--- config.mk ---
export PLATFORM = sky130hd
export DESIGN_NAME = pmc_top
export DESIGN_NICKNAME = d
export VERILOG_FILES = /design/src/logic/pmc_pkg.sv /design/src/logic/pmc_hf_divider.sv /design/src/logic/pmc_clk_mux.sv /design/src/logic/pmc_top.sv
export SDC_FILE = /design/constraint.sdc
export NUM_CORES = 1
export LEC_CHECK = 0
export BUFFER_PORTS_ARGS = -buffer_cell sky130_fd_sc_hd__buf_2
export CAP_MARGIN = 15
export CORE_UTILIZATION = 46
export CTS_CLUSTER_DIAMETER = 60
export DETAILED_ROUTE_END_ITERATION = 10
export GPL_TIMING_DRIVEN = 0
export PLACE_DENSITY_LB_ADDON = 0.05
export SYNTH_ARGS = -nofsm -noshare
export SYNTH_HDL_FRONTEND = slang
export SYNTH_SLANG_ARGS = --single-unit
--- constraint.sdc ---
create_clock -name CLK -period 1.36 [get_ports CLK]
set_input_delay 0.136 -clock CLK [delete_from_list [all_inputs] [get_ports CLK]]
set_output_delay 0.136 -clock CLK [all_outputs]
set_load 0.005 [all_outputs]
--- src/logic/pmc_pkg.sv ---
// Purpose: shared constants and types for the power mode and clock select block
// Assumes: special function register bus with 8-bit data and 8-bit address
// Notes: oscillators are seen as one-cycle ticks synchronous to the core clock
package pmc_pkg;

  // ****************************************
  // register addresses
  // ****************************************
  localparam logic [7:0] ADDR_POWER_CONTROL = 8'h87;
  localparam logic [7:0] ADDR_CLOCK_SOURCE_SELECT = 8'ha9;
  localparam logic [7:0] ADDR_HF_OSC_CONTROL = 8'hb2;
  localparam logic [7:0] ADDR_HF_OSC_TRIM = 8'hb3;

  // ****************************************
  // field positions and reset values
  // ****************************************
  localparam int PC_IDLE_BIT = 0;
  localparam int PC_STOP_BIT = 1;
  localparam int PC_GF_LSB = 2;
  localparam int PC_GF_MSB = 7;
  localparam int HC_HF_DIVIDER_FIELD_LSB = 0;
  localparam int HC_HF_DIVIDER_FIELD_MSB = 1;
  localparam int HC_STSYNC_BIT = 4;
  localparam int HC_SUSPEND_BIT = 5;
  localparam int HC_READY_BIT = 6;
  localparam int HC_ENABLE_BIT = 7;
  localparam int TRIM_MSB = 6;
  localparam logic [5:0] GF_RESET = 6'h00;
  localparam logic [1:0] SRC_RESET = 2'h0;
  localparam logic [1:0] HF_DIVIDER_FIELD_RESET = 2'h0;
  localparam logic HF_ENABLE_RESET = 1'b1;
  localparam logic [6:0] TRIM_RESET = 7'h00;
  localparam logic [7:0] READ_ZERO = 8'h00;

  // ****************************************
  // system clock sources and divider codes
  // ****************************************
  localparam logic [1:0] SRC_HF = 2'h0;
  localparam logic [1:0] SRC_EXT = 2'h1;
  localparam logic [1:0] SRC_LF = 2'h2;
  localparam logic [1:0] SRC_RSVD = 2'h3;
  localparam logic [1:0] DIV_BY8 = 2'h0;
  localparam logic [1:0] DIV_BY4 = 2'h1;
  localparam logic [1:0] DIV_BY2 = 2'h2;
  localparam logic [1:0] DIV_BY1 = 2'h3;
  localparam logic [2:0] DIV_CNT_RESET = 3'h0;

  // crystal settling wait that software observes before polling valid
  localparam int XTAL_WAIT_MS = 1;
  localparam int CLK_MHZ = 100;

  // ****************************************
  // power modes, gray along run-idle-suspend-stop
  // ****************************************
  typedef enum logic [1:0] {
    PM_RUN = 2'h0,
    PM_IDLE = 2'h1,
    PM_SUSPEND = 2'h3,
    PM_STOP = 2'h2
  } pmc_mode_t;

endpackage : pmc_pkg

--- src/logic/pmc_hf_divider.sv ---
// Purpose: post divider of the high-frequency oscillator tick
// Assumes: hf_tick is a one-cycle pulse per oscillator period
// Notes: output tick is registered
`timescale 1ns/1ps
module pmc_hf_divider (
  input wire logic clk,
  input wire logic rstn,
  input wire logic hf_tick,
  input wire logic [1:0] div_sel,
  output logic div_tick
);

  logic [2:0] cnt_ff;
  logic div_tick_ff;

  // ****************************************
  // terminal count per divider code
  // ****************************************
  function automatic logic [2:0] last_count(input logic [1:0] sel);
    case (sel)
      pmc_pkg::DIV_BY8: last_count = 3'h7;
      pmc_pkg::DIV_BY4: last_count = 3'h3;
      pmc_pkg::DIV_BY2: last_count = 3'h1;
      default: last_count = 3'h0;
    endcase
  endfunction : last_count

  // a code change mid-count ends the period early rather than late
  always_ff @(posedge clk or negedge rstn) begin
    if (!rstn) begin
      cnt_ff <= pmc_pkg::DIV_CNT_RESET;
      div_tick_ff <= 1'b0;
    end else if (hf_tick) begin
      if (cnt_ff >= last_count(div_sel)) begin
        cnt_ff <= pmc_pkg::DIV_CNT_RESET;
        div_tick_ff <= 1'b1;
      end else begin
        cnt_ff <= cnt_ff + 3'h1;
        div_tick_ff <= 1'b0;
      end
    end else begin
      div_tick_ff <= 1'b0;
    end
  end

  assign div_tick = div_tick_ff;
endmodule : pmc_hf_divider

--- src/logic/pmc_clk_mux.sv ---
// Purpose: system clock source selection between three ticks
// Assumes: ticks are one-cycle pulses synchronous to clk
// Notes: a switch completes at a period boundary of the old source, or at once when leaving a stopped hf source
`timescale 1ns/1ps
module pmc_clk_mux (
  input wire logic clk,
  input wire logic rstn,
  input wire logic [1:0] src_sel,
  input wire logic tick_hf,
  input wire logic tick_ext,
  input wire logic tick_lf,
  input wire logic hf_running,
  output logic sys_tick,
  output logic [1:0] cur_src
);

  logic [1:0] cur_ff;
  logic sys_tick_ff;
  logic cur_tick;
  logic pend;
  logic cur_dead;

  function automatic logic pick(input logic [1:0] s, input logic h, input logic e, input logic l);
    case (s)
      pmc_pkg::SRC_HF: pick = h;
      pmc_pkg::SRC_EXT: pick = e;
      pmc_pkg::SRC_LF: pick = l;
      default: pick = 1'b0;
    endcase
  endfunction : pick

  assign cur_tick = pick(cur_ff, tick_hf, tick_ext, tick_lf);
  // reserved code keeps the running source
  assign pend = (src_sel != cur_ff) && (src_sel != pmc_pkg::SRC_RSVD);
  // a stopped hf source has no boundary left to wait for
  assign cur_dead = (cur_ff == pmc_pkg::SRC_HF) && !hf_running;

  always_ff @(posedge clk or negedge rstn) begin
    if (!rstn) begin
      cur_ff <= pmc_pkg::SRC_RESET;
    end else if (pend && (cur_tick || cur_dead)) begin
      cur_ff <= src_sel;
    end
  end

  always_ff @(posedge clk or negedge rstn) begin
    if (!rstn) begin
      sys_tick_ff <= 1'b0;
    end else begin
      sys_tick_ff <= cur_tick;
    end
  end

  assign sys_tick = sys_tick_ff;
  assign cur_src = cur_ff;
endmodule : pmc_clk_mux

--- src/logic/pmc_top.sv ---
// Purpose: power modes, system clock select, hf post divider, suspend and trim
// Assumes: registers are reached over the core special function register bus
// Notes: oscillators and timers live outside; this block gates clock enables
`timescale 1ns/1ps
module pmc_top (
  input wire logic CLK,
  input wire logic RSTN,
  input wire logic [7:0] SFR_ADDR,
  input wire logic SFR_WR,
  input wire logic SFR_RD,
  input wire logic [7:0] SFR_WDATA,
  output logic [7:0] SFR_RDATA,
  input wire logic INSTR_DONE,
  input wire logic INT_PENDING,
  input wire logic P0_MATCH,
  input wire logic P1_MATCH,
  input wire logic CMP0_EN,
  input wire logic CMP0_OUT,
  input wire logic T3_OVF,
  input wire logic HF_OSC_TICK,
  input wire logic EXT_OSC_TICK,
  input wire logic LF_OSC_TICK,
  input wire logic HF_READY,
  input wire logic XTAL_SETTLED,
  input wire logic [6:0] TRIM_FACTORY,
  output logic SYSTEM_CLOCK_TICK,
  output logic CPU_CLK_EN,
  output logic PERIPH_CLK_EN,
  output logic HF_OSC_RUN,
  output logic [6:0] HF_TRIM,
  output logic EXT_TIMER_TICK,
  output logic CRYSTAL_VALID,
  output pmc_pkg::pmc_mode_t POWER_MODE
);

  // ****************************************
  // register bus decode
  // ****************************************
  function automatic logic hit(input logic [7:0] a, input logic [7:0] target);
    hit = (a == target);
  endfunction : hit

  logic wr_pc;
  logic wr_cs;
  logic wr_hc;
  logic wr_trim;
  logic wr_idle;
  logic wr_stop;
  logic wr_susp;

  assign wr_pc = SFR_WR && hit(SFR_ADDR, pmc_pkg::ADDR_POWER_CONTROL);
  assign wr_cs = SFR_WR && hit(SFR_ADDR, pmc_pkg::ADDR_CLOCK_SOURCE_SELECT);
  assign wr_hc = SFR_WR && hit(SFR_ADDR, pmc_pkg::ADDR_HF_OSC_CONTROL);
  assign wr_trim = SFR_WR && hit(SFR_ADDR, pmc_pkg::ADDR_HF_OSC_TRIM);
  assign wr_idle = wr_pc && SFR_WDATA[pmc_pkg::PC_IDLE_BIT];
  assign wr_stop = wr_pc && SFR_WDATA[pmc_pkg::PC_STOP_BIT];
  assign wr_susp = wr_hc && SFR_WDATA[pmc_pkg::HC_SUSPEND_BIT];

  // ****************************************
  // software registers
  // ****************************************
  logic [5:0] general_flags_ff;
  logic [1:0] system_clock_source_field_ff;
  logic [1:0] hf_divider_field_ff;
  logic hf_enable_ff;
  logic suspend_bit_ff;
  logic [6:0] hf_osc_trim_ff;
  logic trim_loaded_ff;
  logic wake;

  always_ff @(posedge CLK or negedge RSTN) begin
    if (!RSTN) begin
      general_flags_ff <= pmc_pkg::GF_RESET;
    end else if (wr_pc) begin
      general_flags_ff <= SFR_WDATA[pmc_pkg::PC_GF_MSB:pmc_pkg::PC_GF_LSB];
    end
  end

  always_ff @(posedge CLK or negedge RSTN) begin
    if (!RSTN) begin
      system_clock_source_field_ff <= pmc_pkg::SRC_RESET;
    end else if (wr_cs) begin
      system_clock_source_field_ff <= SFR_WDATA[1:0];
    end
  end

  always_ff @(posedge CLK or negedge RSTN) begin
    if (!RSTN) begin
      hf_divider_field_ff <= pmc_pkg::HF_DIVIDER_FIELD_RESET;
      hf_enable_ff <= pmc_pkg::HF_ENABLE_RESET;
    end else if (wr_hc) begin
      hf_divider_field_ff <= SFR_WDATA[pmc_pkg::HC_HF_DIVIDER_FIELD_MSB:pmc_pkg::HC_HF_DIVIDER_FIELD_LSB];
      hf_enable_ff <= SFR_WDATA[pmc_pkg::HC_ENABLE_BIT];
    end
  end

  // a software set in the wake cycle wins over the hardware clear
  always_ff @(posedge CLK or negedge RSTN) begin
    if (!RSTN) begin
      suspend_bit_ff <= 1'b0;
    end else if (wr_hc) begin
      suspend_bit_ff <= SFR_WDATA[pmc_pkg::HC_SUSPEND_BIT];
    end else if (wake && POWER_MODE == pmc_pkg::PM_SUSPEND) begin
      suspend_bit_ff <= 1'b0;
    end
  end

  // factory value is a level, so it is caught on the first edge after release
  always_ff @(posedge CLK or negedge RSTN) begin
    if (!RSTN) begin
      hf_osc_trim_ff <= pmc_pkg::TRIM_RESET;
      trim_loaded_ff <= 1'b0;
    end else if (!trim_loaded_ff) begin
      hf_osc_trim_ff <= TRIM_FACTORY;
      trim_loaded_ff <= 1'b1;
    end else if (wr_trim) begin
      hf_osc_trim_ff <= SFR_WDATA[pmc_pkg::TRIM_MSB:0];
    end
  end

  // ****************************************
  // read port
  // ****************************************
  logic [7:0] nxt_rdata;
  logic [7:0] rdata_ff;

  always_comb begin
    nxt_rdata = pmc_pkg::READ_ZERO;
    case (SFR_ADDR)
      pmc_pkg::ADDR_POWER_CONTROL: begin
        // mode select bits always read back as zero
        nxt_rdata[pmc_pkg::PC_GF_MSB:pmc_pkg::PC_GF_LSB] = general_flags_ff;
      end
      pmc_pkg::ADDR_CLOCK_SOURCE_SELECT: begin
        nxt_rdata[1:0] = system_clock_source_field_ff;
      end
      pmc_pkg::ADDR_HF_OSC_CONTROL: begin
        nxt_rdata[pmc_pkg::HC_ENABLE_BIT] = hf_enable_ff;
        nxt_rdata[pmc_pkg::HC_READY_BIT] = HF_READY;
        nxt_rdata[pmc_pkg::HC_SUSPEND_BIT] = suspend_bit_ff;
        nxt_rdata[pmc_pkg::HC_HF_DIVIDER_FIELD_MSB:pmc_pkg::HC_HF_DIVIDER_FIELD_LSB] = hf_divider_field_ff;
      end
      pmc_pkg::ADDR_HF_OSC_TRIM: begin
        nxt_rdata[pmc_pkg::TRIM_MSB:0] = hf_osc_trim_ff;
      end
      default: begin
        nxt_rdata = pmc_pkg::READ_ZERO;
      end
    endcase
  end

  always_ff @(posedge CLK or negedge RSTN) begin
    if (!RSTN) begin
      rdata_ff <= pmc_pkg::READ_ZERO;
    end else if (SFR_RD) begin
      rdata_ff <= nxt_rdata;
    end
  end

  // ****************************************
  // power mode sequencing
  // ****************************************
  pmc_pkg::pmc_mode_t mode_ff;
  pmc_pkg::pmc_mode_t nxt_mode;
  logic pend_idle_ff;
  logic pend_stop_ff;
  logic req_idle;
  logic req_stop;
  logic req_susp;

  // a request written in the finishing cycle belongs to that instruction
  assign req_idle = pend_idle_ff || wr_idle;
  assign req_stop = pend_stop_ff || wr_stop;
  assign req_susp = (suspend_bit_ff && !wr_hc) || wr_susp;
  assign wake = P0_MATCH || P1_MATCH || (CMP0_EN && !CMP0_OUT) || T3_OVF;

  always_ff @(posedge CLK or negedge RSTN) begin
    if (!RSTN) begin
      pend_idle_ff <= 1'b0;
      pend_stop_ff <= 1'b0;
    end else if (INSTR_DONE || mode_ff != pmc_pkg::PM_RUN) begin
      pend_idle_ff <= 1'b0;
      pend_stop_ff <= 1'b0;
    end else begin
      pend_idle_ff <= req_idle;
      pend_stop_ff <= req_stop;
    end
  end

  always_comb begin
    nxt_mode = mode_ff;
    case (mode_ff)
      pmc_pkg::PM_RUN: begin
        if (INSTR_DONE) begin
          if (req_stop) begin
            nxt_mode = pmc_pkg::PM_STOP;
          end else if (req_susp) begin
            nxt_mode = pmc_pkg::PM_SUSPEND;
          end else if (req_idle) begin
            nxt_mode = pmc_pkg::PM_IDLE;
          end
        end
      end
      pmc_pkg::PM_IDLE: begin
        if (INT_PENDING) begin
          nxt_mode = pmc_pkg::PM_RUN;
        end
      end
      pmc_pkg::PM_SUSPEND: begin
        if (wake) begin
          nxt_mode = pmc_pkg::PM_RUN;
        end
      end
      pmc_pkg::PM_STOP: begin
        nxt_mode = pmc_pkg::PM_STOP;
      end
      default: begin
        nxt_mode = pmc_pkg::PM_RUN;
      end
    endcase
  end

  always_ff @(posedge CLK or negedge RSTN) begin
    if (!RSTN) begin
      mode_ff <= pmc_pkg::PM_RUN;
    end else begin
      mode_ff <= nxt_mode;
    end
  end

  // ****************************************
  // clock path
  // ****************************************
  logic hf_running;
  logic hf_div_tick;
  logic mux_tick;
  logic [1:0] cur_src;
  logic on_hf;

  assign hf_running = hf_enable_ff && mode_ff != pmc_pkg::PM_STOP && mode_ff != pmc_pkg::PM_SUSPEND;
  assign on_hf = (cur_src == pmc_pkg::SRC_HF);

  pmc_hf_divider u_div (
    .clk(CLK),
    .rstn(RSTN),
    .hf_tick(HF_OSC_TICK && hf_running),
    .div_sel(hf_divider_field_ff),
    .div_tick(hf_div_tick)
  );

  // switching to an unsettled source is left to software
  pmc_clk_mux u_mux (
    .clk(CLK),
    .rstn(RSTN),
    .src_sel(system_clock_source_field_ff),
    .tick_hf(hf_div_tick),
    .tick_ext(EXT_OSC_TICK),
    .tick_lf(LF_OSC_TICK),
    .hf_running(hf_running),
    .sys_tick(mux_tick),
    .cur_src(cur_src)
  );

  logic system_clock_tick_ff;
  logic cpu_en_ff;
  logic periph_en_ff;
  logic hf_run_ff;
  logic ext_tick_ff;
  logic xtal_valid_ff;
  logic susp_gate;

  assign susp_gate = (mode_ff == pmc_pkg::PM_SUSPEND) && on_hf;

  always_ff @(posedge CLK or negedge RSTN) begin
    if (!RSTN) begin
      system_clock_tick_ff <= 1'b0;
      cpu_en_ff <= 1'b0;
      periph_en_ff <= 1'b0;
    end else begin
      system_clock_tick_ff <= mux_tick && mode_ff != pmc_pkg::PM_STOP;
      cpu_en_ff <= mux_tick && (mode_ff == pmc_pkg::PM_RUN || (mode_ff == pmc_pkg::PM_SUSPEND && !on_hf));
      periph_en_ff <= mux_tick && mode_ff != pmc_pkg::PM_STOP && !susp_gate;
    end
  end

  always_ff @(posedge CLK or negedge RSTN) begin
    if (!RSTN) begin
      hf_run_ff <= 1'b0;
    end else begin
      hf_run_ff <= hf_running;
    end
  end

  always_ff @(posedge CLK or negedge RSTN) begin
    if (!RSTN) begin
      ext_tick_ff <= 1'b0;
    end else begin
      ext_tick_ff <= EXT_OSC_TICK;
    end
  end

  always_ff @(posedge CLK or negedge RSTN) begin
    if (!RSTN) begin
      xtal_valid_ff <= 1'b0;
    end else begin
      xtal_valid_ff <= XTAL_SETTLED;
    end
  end

  assign SFR_RDATA = rdata_ff;
  assign SYSTEM_CLOCK_TICK = system_clock_tick_ff;
  assign CPU_CLK_EN = cpu_en_ff;
  assign PERIPH_CLK_EN = periph_en_ff;
  assign HF_OSC_RUN = hf_run_ff;
  assign HF_TRIM = hf_osc_trim_ff;
  assign EXT_TIMER_TICK = ext_tick_ff;
  assign CRYSTAL_VALID = xtal_valid_ff;
  assign POWER_MODE = mode_ff;
endmodule : pmc_top

# Yosys cells after proc, flatten, opt, wreduce, memory -nomap -nowiden
# Cells that the tools add are included.
# word_totals
register_bits	45
out_inout_bits	23
wordCells	107
# op_classes
add_sub_neg	1
order_cmp	1
n_eq_ne	20
mux	23
reduce_logical	41
# op_table
cell	count
$eq A8 B8 Y1 const B	4
$logic_and A1 B1 Y1	21
$mux W7	2
$ne A2 B2 Y1 const B	7
$mux W2	6
$pmux W2 S3	2
$logic_or A1 B1 Y1	9
$pmux W3 S3	1
$eq A2 B2 Y1 const B	4
$pmux W2 S4	1
$eq A2 B1 Y1 const B	3
$logic_not A2 Y1	3
$mux W1	6
$mux W3	2
$pmux W3 S2	1
$logic_not A1 Y1	5
$ne A4 B4 Y1 const B	1
$reduce_and A4 Y1	1
$reduce_bool A2 Y1	2
$add A3 B1 Y3 const B	1
$ge A3 B3 Y1	1
$pmux W1 S3	1
$ne A2 B2 Y1	1
$pmux W1 S2	1

# Depth between registers and ports, before layout
# Gate-level depths: netlist of the first run.
# depth
depth_word	9
ltp_mapped	7
ltp_nobuf	7

# Cells and area by module
# From an unflattened synthesis of the first run, not the netlist that was laid out.
# hier_totals
cells_unflattened	206
area_unflattened_um2	2145.8
# by_module_without_submodules
module	n_inst	cells_per_inst	area_per_inst_um2	seq_area_each_um2
pmc_top	1	162	1720.4	952.2
pmc_hf_divider	1	26	247.7	100.1
pmc_clk_mux	1	18	177.7	75.1

# Worst setup path before layout of the first run
# Ideal clock, no wire load.
# synth_timing
kind	input-to-reg
from	input SFR_ADDR[6]
to	register mode_ff[0] (netlist: POWER_MODE[0])
setup_time_ps	121
arrival_ps	1723
t_required_ps	1239
path_slack_ps	-484
path_stages	6
path_cell_list	nand4bb_4 -> or4_1 -> clkbuf_2 -> mux2_4 -> a211o_1 -> a22o_1
# synth_between
elab_chain_len	9
# synth_lines
element	line_no	text
from (decl)	pmc_top.sv:8	input wire logic [7:0] SFR_ADDR,
$eq A8 B8 Y1	pmc_top.sv:40	hit = (a == target);
$logic_and A1 B1 Y1	pmc_top.sv:53	assign wr_hc = SFR_WR && hit(SFR_ADDR, pmc_pkg::ADDR_HF_OSC_CONTROL);
$logic_not A1 Y1	pmc_top.sv:174	assign req_susp = (suspend_bit_ff && !wr_hc) || wr_susp;
$logic_and A1 B1 Y1	pmc_top.sv:174	
$logic_or A1 B1 Y1	pmc_top.sv:174	
$mux W2	pmc_top.sv:197	end else if (req_susp) begin
$mux W2	pmc_top.sv:195	if (req_stop) begin
$mux W2	pmc_top.sv:194	if (INSTR_DONE) begin
$pmux W2 S4	pmc_top.sv:192	case (mode_ff)
to (signal assigned)	pmc_top.sv:225	mode_ff <= pmc_pkg::PM_RUN;
to (signal assigned)	pmc_top.sv:227	mode_ff <= nxt_mode;
to (decl)	pmc_top.sv:163	pmc_pkg::pmc_mode_t mode_ff;
# Parallel ways exist; a longest one is shown, timed or not. The select of a mux whose other input is x is not followed.
# A chain may end at the register's enable or synchronous reset.

# Worst setup path after layout of the first run
# layout_timing
from	input SFR_ADDR[6]
to	register mode_ff[1] (netlist: POWER_MODE[1])
# The elaborated chain is that of the path after synthesis.

==> results of run 1 <==
==> cells in the final DEF, fill, tap and decap left out, types with 3 or more instances in the layout <==
cell type,instances
a22oi_1,6
ha_1,3
mux2_2,8
a21oi_1,17
nand2_1,28
dfrtp_1,40
nand2b_1,4
buf_2,58
mux2i_1,10
dfrtp_2,4
buf_6,3
inv_1,7
o21ai_1,3
buf_4,18
o21ai_0,3
clkbuf_1,5
clkbuf_8,6
nor2_1,13
==> metrics by stage <==
step | total power (W) | util [%] | TNS (ns)
after floorplan | 0.00177 | - | -1.67
after global placement | 0.00196 | 57.8 | -9.41
after detailed placement | 0.00198 | 57.8 | -9.46
after CTS | 0.00290 | 63.2 | -1.37
after global routing | 0.00305 | 65.1 | -1.99
final | 0.00290 | 65.1 | -1.20
==> registers in the layout (all words and copies together), names as in the netlist, 2 cells and up <==
register	cells
system_clock_source_field_ff	2
u_mux.cur_src	2
general_flags_ff	6
POWER_MODE	2
HF_TRIM	7
SFR_RDATA	8
u_div.cnt_ff	3
hf_divider_field_ff	2
==> per-layer routing <==
metal  global-route usage, %  vias up  wire (um)
li1                        -      897          -
met5                       0        -          0
met1                    31.8      856       2370
met3                    4.91        7        267
met2                    30.7       52       2230
met4                    7.78        0         83
==> timing repair <==
| item | 4_1_cts | 5_1_grt |
|---|---|---|
| gates resized for setup | 13 | 13 |
| endpoints found under the setup margin | 19 | 19 |
| hold endpoints to repair | 2 | 0 |
| buffers inserted | 8 | 10 |
| pin swaps | 7 | 9 |
| hold buffers | 2 | 0 |
==> power by group through the flow <==
stage / Sequential, W / Combinational [W] / Clock, W
after floorplan: 0.00153 / 0.000238 / 0
after global placement: 0.00155 / 0.000417 / 0
after detailed placement: 0.00155 / 0.000428 / 0
after CTS: 0.00151 / 0.000513 / 0.000871
after global routing: 0.00153 / 0.000605 / 0.000911
final: 0.00152 / 0.000533 / 0.000849
==> final cells by class <==
type | count | area, um2
Clock buffer | 8 | 90.1
Tap cell | 52 | 65.1
Buffer | 5 | 22.5
Inverter | 7 | 26.3
Sequential cell | 45 | 1130
Fill cell | 377 | 1540
Multi-Input combinational cell | 143 | 1060
Timing Repair Buffer | 80 | 472
==> how the worst max path moves through the flow <==
| stage | from | end | slack [ns] | cells past startpoint |
|---|---|---|---|---|
| finish | SFR_ADDR[6] | POWER_MODE[1]$_DFFE_PN0P_ | -0.21 | 7 |
| detailed placement | SFR_ADDR[6] | POWER_MODE[1]$_DFFE_PN0P_ | -0.74 | 7 |
| global route | hf_divider_field_ff[1]$_DFFE_PN0P_ | u_div.cnt_ff[0]$_DFFE_PN0P_ | -0.27 | 7 |
| CTS | SFR_ADDR[2] | POWER_MODE[0]$_DFFE_PN0P_ | -0.28 | 7 |
| floorplan | SFR_ADDR[6] | POWER_MODE[0]$_DFFE_PN0P_ | -0.48 | 6 |
| global placement | SFR_ADDR[6] | POWER_MODE[0]$_DFFE_PN0P_ | -0.73 | 7 |
==> worst reg2reg max path: cells and delay by family (launching register included) <==
family                     cells  cell delay (ns)
AOI/OAI and AO/OA              3             0.51
DFF                            1             0.38
and+or+nand+nor                3             0.31
adders and majority gates      1             0.26
==> cells by family after synthesis <==
group,after synthesis,share of synthesized area [%]
buffers and inverters,14,3.15
and+or+nand+nor,70,17.6
other,1,0.175
xor gates and xnor gates,1,0.408
DFF,45,52.5
muxes,19,9.56
AOI/OAI and AO/OA,48,14.3
adders and majority gates,4,2.33
==> summary.md, run 1 <==
| Metric | Value |
|---|---|
| Outcome | `complete, but fails checks` |
| Failing checks | `setup timing` |
| Setup crit start kind | `primary input` |
| TritonCTS buffer count | `5` |
| Worst-Skew Late Latency | `0.30 ns` |
| Starting Density | `~49%` |
| Top Family by Delay on Critical Path | `simple AND/OR/NAND/NOR gates` |
| Synth-to-layout area growth | `33.8%` |
| Ys Warns | `0` |
| Cell Count, Final, Fillers Out | `340` |
| Via count | `about 1800` |
| Ys async rst share | `100%` |
| Comb pwr share | `a little under a fifth` |
| Die W | `between 70 and 80 um` |
| Crit-path cells | `buf_6 > nand4bb_4 > or4_4 > mux2_4 > buf_6 > a2111oi_4 > a21oi_1` |
| Reg clk slew, reported paths | `about 0.08 ns` |
| Sequential share of power | `around 52%` |
| Tmin final | `around 1.6 ns` |
| First DRT Iteration DRCs | `73` |
| Internal | `approximately 0.0021 W` |
| Main area contributors after synthesis | `dfrtp_1 51%, nand2_1 5.1%, mux2i_1 4.7%` |
| WP buf/inv | `2` |
| Worst setup EP type | `flop` |
| Fmax | `between 600 and 700 MHz` |
| Vias per inst | `approximately 5.3` |
| Cell Area, Placed | `between 2000 and 3000 um2` |
| Max-Cap Viols | `0` |
| Worst reg2reg path depth | `7` |
| Peak supply drop | `between 600 and 700 uV` |
| Slew HR | `~33%` |
| Std-Cell Rows | `24` |
| Clk_skew | `0.00740 ns` |
| Reg2Reg Setup Slack | `-0.16 ns` |
| Worst Path Required | `about 1.5 ns` |
| Worst slack, placed | `-0.737 ns` |
| Final Max Slew Viols | `0` |
| Root buffer cell | `clkbuf_8` |
| Switching part of the total power | `between 20% and 30%` |
| Most frequent cells after synthesis | `44 x dfrtp_1, 29 x nand2_1, 19 x a21oi_1` |
| EDFF count, synth | `0` |
| CTS Buffer Depth | `2` |
| Crit Path Max Fanout | `2` |
| IO buf count | `60` |
| Worst path slowest cell | `or4_4` |
| Setup slack after layout | `-0.210 ns` |
| Critical path's most frequent cell | `buf_6` |
| Finish-stage setup viols | `8` |
| Die area | `4940 um2` |
| Final instance area | `~2900 um2` |
| Worst r2r dst | `u_div.cnt_ff[0]$_DFFE_PN0P_` |
| H-tree levels | `2` |
| Dpl hpwl | `approximately 3400 um` |
| Layout cells sized above 1 | `42.4%` |
| Reg2Reg Launch Point | `hf_divider_field_ff[1]$_DFFE_PN0P_` |
| Net Switching | `roughly 0.00077 W` |
| Critical setup path kind | `primary input to flop` |
| Initial antenna violation count | `0` |
| Detailed Route WL | `~5000 um` |
| Largest net degree at the start of global routing | `between 40 and 50` |
| Pwr per Cell Area | `around 1000 nW/um2` |
| Hold Worst Slack | `around 0.0037 ns` |
| Unrepaired setup endpoints after global routing | `true` |
| Grt total ovfl | `0` |
| I/O pins | `between 60 and 70` |
| Netlist cell types | `46` |
| Placed insts | `314` |
| Die Span Y | `~70 um` |
| CTS Sinks | `between 40 and 50` |
| Routed Antenna Nets | `0` |
| Worst slew pin tran | `just over 1 ns` |
| Seq/Total Area, Yosys | `52.5%` |
| Final Hold Vio Count | `0` |
| Overall Global Routing Usage | `roughly 21%` |
| Final nets | `between 300 and 400` |
| Synth Instances | `202` |
| Most frequent cell after synthesis | `dfrtp_1` |
| Drt wl/cell | `14.6 um` |
| Clock power share | `between 20 and 30%` |
| Post-Syn Area per Cell | `roughly 11 um2` |
| Slowest Stage Delay on Critical Path | `approximately 0.53 ns` |
| Vias in the first global route | `around 1700` |
| Drt first pass iters | `4` |
| Synth area leader | `dfrtp_1` |
| Period Utilization, post-route | `115%` |
| DRC Markers | `0` |
| Yosys reg bits | `45` |
| Worst hold path class | `primary input to async pin` |
| Post-Syn Area | `2150 um2` |
| CTS tree | `built` |
| Number of inserted diodes | `0` |
| Share of the synthesized area in the top cell type | `roughly 51%` |
| Synth Flop Type | `dfrtp_1` |
| Crit path DAT | `1.75 ns` |
| Lkg Pwr | `roughly 1.4 nW` |
| GP Congestion | `between 0.7 and 0.8` |
| First-pass GRT wire length | `~8200 um` |
| Core Box Area | `roughly 4400 um2` |
| Syn_nets | `~250` |
Note: power is estimated with default switching activity, not from simulation.
==> run 2, diff against run 1 <==
==> constraint.sdc (replaced) <==
create_clock -name CLK -period 1.36 [get_ports CLK]
set_input_delay 0.272 -clock CLK [delete_from_list [all_inputs] [get_ports CLK]]
set_output_delay 0.272 -clock CLK [all_outputs]
set_load 0.005 [all_outputs]
==> summary.md, run 2 (synthesis results as in run 1) <==
| Metric | Value |
|---|---|
| Outcome | `complete, but fails checks (unchanged)` |
| Failing checks | `setup timing (unchanged)` |
| CTS Sinks | `45 (unchanged)` |
| Pwr per Cell Area | `992 nW/um2 (was 1010 nW/um2)` |
| Layout cells sized above 1 | `41.8% (was 42.4%)` |
| Slowest Stage Delay on Critical Path | `0.52 ns (was 0.53 ns)` |
| Overall Global Routing Usage | `21.1% (was 21.5%)` |
| Final nets | `327 (was 330)` |
| Final instance area | `2860 um2 (was 2870 um2)` |
| Final Hold Vio Count | `0 (unchanged)` |
| Die area | `4940 um2 (unchanged)` |
| First-pass GRT wire length | `8090 um (was 8190 um)` |
| IO buf count | `60 (unchanged)` |
| Period Utilization, post-route | `124% (was 115%)` |
| Dpl hpwl | `3350 um (was 3380 um)` |
| Number of inserted diodes | `0 (unchanged)` |
| Worst slew pin tran | `0.985 ns (was 1.01 ns)` |
| H-tree levels | `2 (unchanged)` |
| Vias per inst | `5.34 (was 5.33)` |
| Setup crit start kind | `primary input (unchanged)` |
| Tmin final | `1.69 ns (was 1.57 ns)` |
| Filler instances | `388 (was 377)` |
| Slew HR | `34.3% (was 33.0%)` |
| Reg clk slew, reported paths | `0.08 ns (about the same)` |
| Root buffer cell | `clkbuf_8 (unchanged)` |
| Worst path slowest cell | `or4_4 (unchanged)` |
| Die Span Y | `70.3 um (unchanged)` |
| Setup slack after layout | `-0.329 ns (was -0.210 ns)` |
| Finish-stage setup viols | `12 (was 8)` |
| TritonCTS buffer count | `5 (unchanged)` |
| Die W | `70.3 um (unchanged)` |
| Core Box Area | `4410 um2 (unchanged)` |
| Grt total ovfl | `0 (unchanged)` |
| Placed insts | `314 (unchanged)` |
| Commonest non-fill, non-tap cells in the layout | `58 x buf_2, 43 x dfrtp_1, 27 x nand2_1, 18 x a21oi_1, 16 x buf_4 (was 58 x buf_2, 40 x dfrtp_1, 28 x nand2_1, 18 x buf_4, 17 x a21oi_1)` |
| Worst hold path class | `primary input to flop (was primary input to async pin)` |
| Crit Path Max Fanout | `2 (unchanged)` |
| CTS tree | `built (unchanged)` |
| CTS Buffer Depth | `2 (unchanged)` |
| Cell Area, Placed | `2570 um2 (was 2550 um2)` |
| Net Switching | `0.000768 W (was 0.000765 W)` |
| Crit path DAT | `1.88 ns (was 1.75 ns)` |
| Peak supply drop | `595 uV (was 609 uV)` |
| Max reg flops | `8 (unchanged)` |
| Drt first pass iters | `5 (was 4)` |
| Max-Cap Viols | `0 (unchanged)` |
| Initial antenna violation count | `0 (unchanged)` |
| Hold Worst Slack | `0.0774 ns (was 0.00366 ns)` |
| Clock power share | `28.3% (was 29.3%)` |
| Worst-Skew Late Latency | `0.30 ns (about the same)` |
| Cell Count, Final, Fillers Out | `337 (was 340)` |
| Internal | `0.00206 W (was 0.00213 W)` |
| I/O pins | `62 (unchanged)` |
| Final Max Slew Viols | `0 (unchanged)` |
| GP Congestion | `0.719 (was 0.743)` |
| DRC Markers | `0 (unchanged)` |
| Sequential share of power | `53.3% (was 52.3%)` |
| Detailed Route WL | `4840 um (was 4950 um)` |
| Drt wl/cell | `14.3 um (was 14.6 um)` |
| Top Family by Delay on Critical Path | `simple AND/OR/NAND/NOR gates (unchanged)` |
| Via count | `1801 (was 1812)` |
| First DRT Iteration DRCs | `77 (was 73)` |
| Synth-to-layout area growth | `33.0% (was 33.8%)` |
| Std-Cell Rows | `24 (unchanged)` |
| Crit-path cells | `buf_6 > nand4bb_4 > or4_4 > mux2_4 > a211o_1 > a22o_1 (was buf_6 > nand4bb_4 > or4_4 > mux2_4 > buf_6 > a2111oi_4 > a21oi_1)` |
| Total Power | `0.00283 W (was 0.00290 W)` |
| Routed Antenna Nets | `0 (unchanged)` |
| Vias in the first global route | `1701 (was 1712)` |
| Clk_skew | `0.00786 ns (was 0.00740 ns)` |
| Starting Density | `48.6% (unchanged)` |
| Worst setup EP type | `flop (unchanged)` |
| Hold path start | `XTAL_SETTLED` |
| Unrepaired setup endpoints after global routing | `true (unchanged)` |
| Worst slack, placed | `-0.840 ns (was -0.737 ns)` |
| Fmax | `592 MHz (was 637 MHz)` |
| Critical setup path kind | `primary input to flop (unchanged)` |
| Comb pwr share | `18.3% (was 18.4%)` |
| Lkg Pwr | `1.44 nW (about the same)` |
| Reg2Reg Launch Point | `hf_divider_field_ff[1]$_DFFE_PN0P_ (unchanged)` |
| Crit path from | `SFR_ADDR[2] (was SFR_ADDR[6])` |
| Switching part of the total power | `27.1% (was 26.4%)` |
| WP buf/inv | `1 (was 2)` |
| Most common cell after layout, fill and taps aside | `buf_2 (unchanged)` |
| Largest net degree at the start of global routing | `46 (unchanged)` |
| Worst Path Required | `1.55 ns (was 1.54 ns)` |
run 2: cell count changes in the layout (fill, tap and decap cells not counted), sizes merged:
| cell | delta |
|---|---|
| buf | -2 |
| clkinv | +2 |
| dlygate4sd3 | -2 |
| clkbuf | -1 |
run 2: final timing paths:
kind | endpoint | slack [ns] | cells past startpoint
max | POWER_MODE[0]$_DFFE_PN0P_ | -0.33 | 6
min | CRYSTAL_VALID$_DFF_PN0_ | 0.08 | 1
max reg2reg | u_div.cnt_ff[2]$_DFFE_PN0P_ | -0.17 | 7
min reg2reg | general_flags_ff[0]$_DFFE_PN0N_ | 0.48 | 2
max in group asynchronous | u_mux.cur_src[1]$_DFFE_PN0P_ | 0.56 | 1
min in group asynchronous | SYSTEM_CLOCK_TICK$_DFF_PN0_ | 0.13 | 1
run 2: stage by stage:
step / util (%) / TNS (ns)
detailed placement: 58.2 / -14.37
finish: 64.7 / -2.10
CTS: 63.8 / -3.19
floorplan: - / -3.92
global placement: 58.2 / -13.99
global route: 64.7 / -2.93
run 2: area by class of cell:
cell class                      instances  area, um2  share of cell area (%)
Multi-Input combinational cell        143       1080                    37.8
Inverter                                7       26.3                   0.920
Clock inverter                          2       10.0                   0.351
Clock buffer                            6       72.6                    2.54
Timing Repair Buffer                   76        437                    15.3
Sequential cell                        45       1130                    39.5
Buffer                                  6       36.3                    1.27
Tap cell                               52       65.1                    2.28
run 2: layer usage:
layer  up-vias  track usage [%]  routed length [um]
met1       856             30.3                2380
met4         0             8.67                  78
met5         -                0                   0
met3         8             3.61                 244
met2        53             31.5                2130
li1        884                -                   -
run 2: worst reg2reg max path, cell delays in order (launching register included):
cell	delay, ns
dfrtp_1	0.39
nand2_1	0.07
ha_1	0.27
nand2b_4	0.13
a21o_1	0.18
a21oi_2	0.21
nand3_2	0.10
o21ai_1	0.12
run 2: what timing repair did:
item	in CTS	in global routing
resized for setup	15	8
buffers inserted	13	3
hold buffers	0	0
endpoints found under the setup margin	27	19
pin swaps	8	6
run 2: power groups by stage:
stage               sequential (W)  clock [W]  combinational (W)
floorplan                  0.00153          0           0.000240
global placement           0.00154          0           0.000421
detailed placement         0.00155          0           0.000431
CTS                        0.00151   0.000824           0.000517
global route               0.00153   0.000863           0.000583
finish                     0.00151   0.000802           0.000519
==> run 3, diff against run 2 <==
- SKIP_CTS_REPAIR_TIMING: default -> 1
==> summary.md, run 3 (synthesis results as in run 1) <==
| Metric | Value |
|---|---|
| Outcome | `complete, but fails checks (unchanged)` |
| Failing checks | `setup timing (unchanged)` |
| CTS tree | `built (unchanged)` |
| Met3 Usage GRT | `3.17% (was 3.61%)` |
| Critical path's most frequent cell | `buf_6` |
| Placed insts | `314 (unchanged)` |
| Hold Path Stages | `1 (unchanged)` |
| Cell Count, Final, Fillers Out | `328 (was 337)` |
| Period Utilization, post-route | `133% (was 124%)` |
| Lkg Pwr | `1.40 nW (was 1.44 nW)` |
| Slowest Stage Delay on Critical Path | `0.53 ns (was 0.52 ns)` |
| Max reg flops | `8 (unchanged)` |
| Vias in the first global route | `1612 (was 1701)` |
| First-pass GRT wire length | `7650 um (was 8090 um)` |
| Grt total ovfl | `0 (unchanged)` |
| Root buffer cell | `clkbuf_8 (unchanged)` |
| CTS Sinks | `45 (unchanged)` |
| Setup slack after layout | `-0.450 ns (was -0.329 ns)` |
| Final Max Slew Viols | `0 (unchanged)` |
| Number of inserted diodes | `0 (unchanged)` |
| Overall Global Routing Usage | `20.0% (was 21.1%)` |
| Busiest grt layer | `met1 (was met2)` |
| Max-Cap Viols | `0 (unchanged)` |
| Crit Path Max Fanout | `4 (was 2)` |
| Std-Cell Rows | `24 (unchanged)` |
| Synth-to-layout area growth | `29.3% (was 33.0%)` |
| Worst path slowest cell | `or4_4 (unchanged)` |
| Post-Route Utilization | `62.9% (was 64.7%)` |
| Drt wl/cell | `14.3 um (about the same)` |
| Pwr per Cell Area | `1010 nW/um2 (was 992 nW/um2)` |
| Final Hold Vio Count | `0 (unchanged)` |
| Drt first pass iters | `6 (was 5)` |
| Tmin final | `1.81 ns (was 1.69 ns)` |
| Fmax | `553 MHz (was 592 MHz)` |
| DRC Markers | `0 (unchanged)` |
| Slew HR | `33.8% (was 34.3%)` |
| WP buf/inv | `2 (was 1)` |
| Routed Antenna Nets | `0 (unchanged)` |
| Unrepaired setup endpoints after global routing | `true (unchanged)` |
| Die area | `4940 um2 (unchanged)` |
| Finish-stage setup viols | `23 (was 12)` |
| Initial antenna violation count | `0 (unchanged)` |
| I/O pins | `62 (unchanged)` |
| Worst hold path class | `primary input to flop (unchanged)` |
| Worst Path Required | `1.55 ns (about the same)` |
| Critical setup path kind | `primary input to flop (unchanged)` |
| Filler instances | `391 (was 388)` |
| Critical path depth | `7 (was 6)` |
| Worst reg2reg path depth | `7 (unchanged)` |
| Die Span Y | `70.3 um (unchanged)` |
| Detailed Route WL | `4680 um (was 4840 um)` |
| Worst-Skew Late Latency | `0.30 ns (about the same)` |
| Reg clk slew, reported paths | `0.08 ns (about the same)` |
| CTS Buffer Depth | `2 (unchanged)` |
| Worst slack, placed | `-0.840 ns (unchanged)` |
| Vias per inst | `5.34 (about the same)` |
| Most common cell after layout, fill and taps aside | `buf_2 (unchanged)` |
| GP Congestion | `0.719 (unchanged)` |
| Layout cells sized above 1 | `39.5% (was 41.8%)` |
| Crit path DAT | `2.00 ns (was 1.88 ns)` |
| First DRT Iteration DRCs | `112 (was 77)` |
| Die W | `70.3 um (unchanged)` |
| Worst slew pin tran | `0.993 ns (was 0.985 ns)` |
| Core Box Area | `4410 um2 (unchanged)` |
| Final nets | `318 (was 327)` |
| Worst setup EP type | `flop (unchanged)` |
| Via count | `1753 (was 1801)` |
| TritonCTS buffer count | `5 (unchanged)` |
| Commonest non-fill, non-tap cells in the layout | `59 x buf_2, 43 x dfrtp_1, 27 x nand2_1, 17 x a21oi_1, 14 x nor2_1 (was 58 x buf_2, 43 x dfrtp_1, 27 x nand2_1, 18 x a21oi_1, 16 x buf_4)` |
| Grt met1 use | `29.7% (was 30.3%)` |
| Clk_skew | `0.00651 ns (was 0.00786 ns)` |
| H-tree levels | `2 (unchanged)` |
| Top Family by Delay on Critical Path | `simple AND/OR/NAND/NOR gates (unchanged)` |
| Dpl hpwl | `3350 um (unchanged)` |
| Setup crit start kind | `primary input (unchanged)` |
| Starting Density | `48.6% (unchanged)` |
| IO buf count | `60 (unchanged)` |
| Largest net degree at the start of global routing | `46 (unchanged)` |
| Met2 Usage GRT | `29.1% (was 31.5%)` |
| Crit-path cells | `buf_6 > nand4bb_4 > or4_4 > buf_6 > mux2_4 > a211o_1 > a22o_1 (was buf_6 > nand4bb_4 > or4_4 > mux2_4 > a211o_1 > a22o_1)` |
| Peak supply drop | `604 uV (was 595 uV)` |
[run 3: cell types whose count changed in the layout (fill, tap and decap cells not counted), sizes merged]
cell / before / now
buf: 78 / 70
clkbuf: 10 / 9
[run 3: final timing paths]
| kind | end | startpoint | slack (ns) |
|---|---|---|---|
| min reg2reg | general_flags_ff[0]$_DFFE_PN0N_ | general_flags_ff[0]$_DFFE_PN0N_ | 0.48 |
| min | CRYSTAL_VALID$_DFF_PN0_ | XTAL_SETTLED | 0.08 |
| max reg2reg | u_div.cnt_ff[2]$_DFFE_PN0P_ | hf_divider_field_ff[1]$_DFFE_PN0P_ | -0.21 |
| max | POWER_MODE[0]$_DFFE_PN0P_ | SFR_ADDR[2] | -0.45 |
| min in group asynchronous | SYSTEM_CLOCK_TICK$_DFF_PN0_ | RSTN | 0.13 |
| max in group asynchronous | u_mux.cur_src[1]$_DFFE_PN0P_ | RSTN | 0.55 |
[run 3: area by class of cell]
class	count	area, um2	share of cell area [%]
clock inverters	2	10.0	0.361
flip-flops and latches	45	1130	40.7
plain buffers	6	33.8	1.22
well taps	52	65.1	2.34
multi-input cells	143	1080	38.9
repair buffers	67	359	12.9
inverters	7	26.3	0.947
clock buffers	6	72.6	2.61
[run 3: power by group]
group          internal, W  switching (W)  total (W)
Combinational     0.000262       0.000242   0.000504
Sequential         0.00143      0.0000763    0.00151
Clock             0.000356       0.000439   0.000796
Total              0.00205       0.000758    0.00281
[run 3: per-stage QoR]
stage / hold slack, ns / total power, W / setup TNS [ns] / cell area (um2)
after floorplan: -0.0236 / 0.00177 / -3.92 / 2200
after global placement: 0.380 / 0.00197 / -13.99 / 2570
after detailed placement: 0.383 / 0.00198 / -14.37 / 2570
after CTS: 0.0699 / 0.00278 / -5.08 / 2650
after global routing: 0.0667 / 0.00296 / -5.83 / 2780
final: 0.0800 / 0.00281 / -3.40 / 2780
[run 3: per-layer routing]
layer | vias up | wire length, um
met3 | 7 | 264
met4 | 0 | 60
li1 | 871 | -
met2 | 60 | 2030
met5 | - | 0
met1 | 815 | 2330
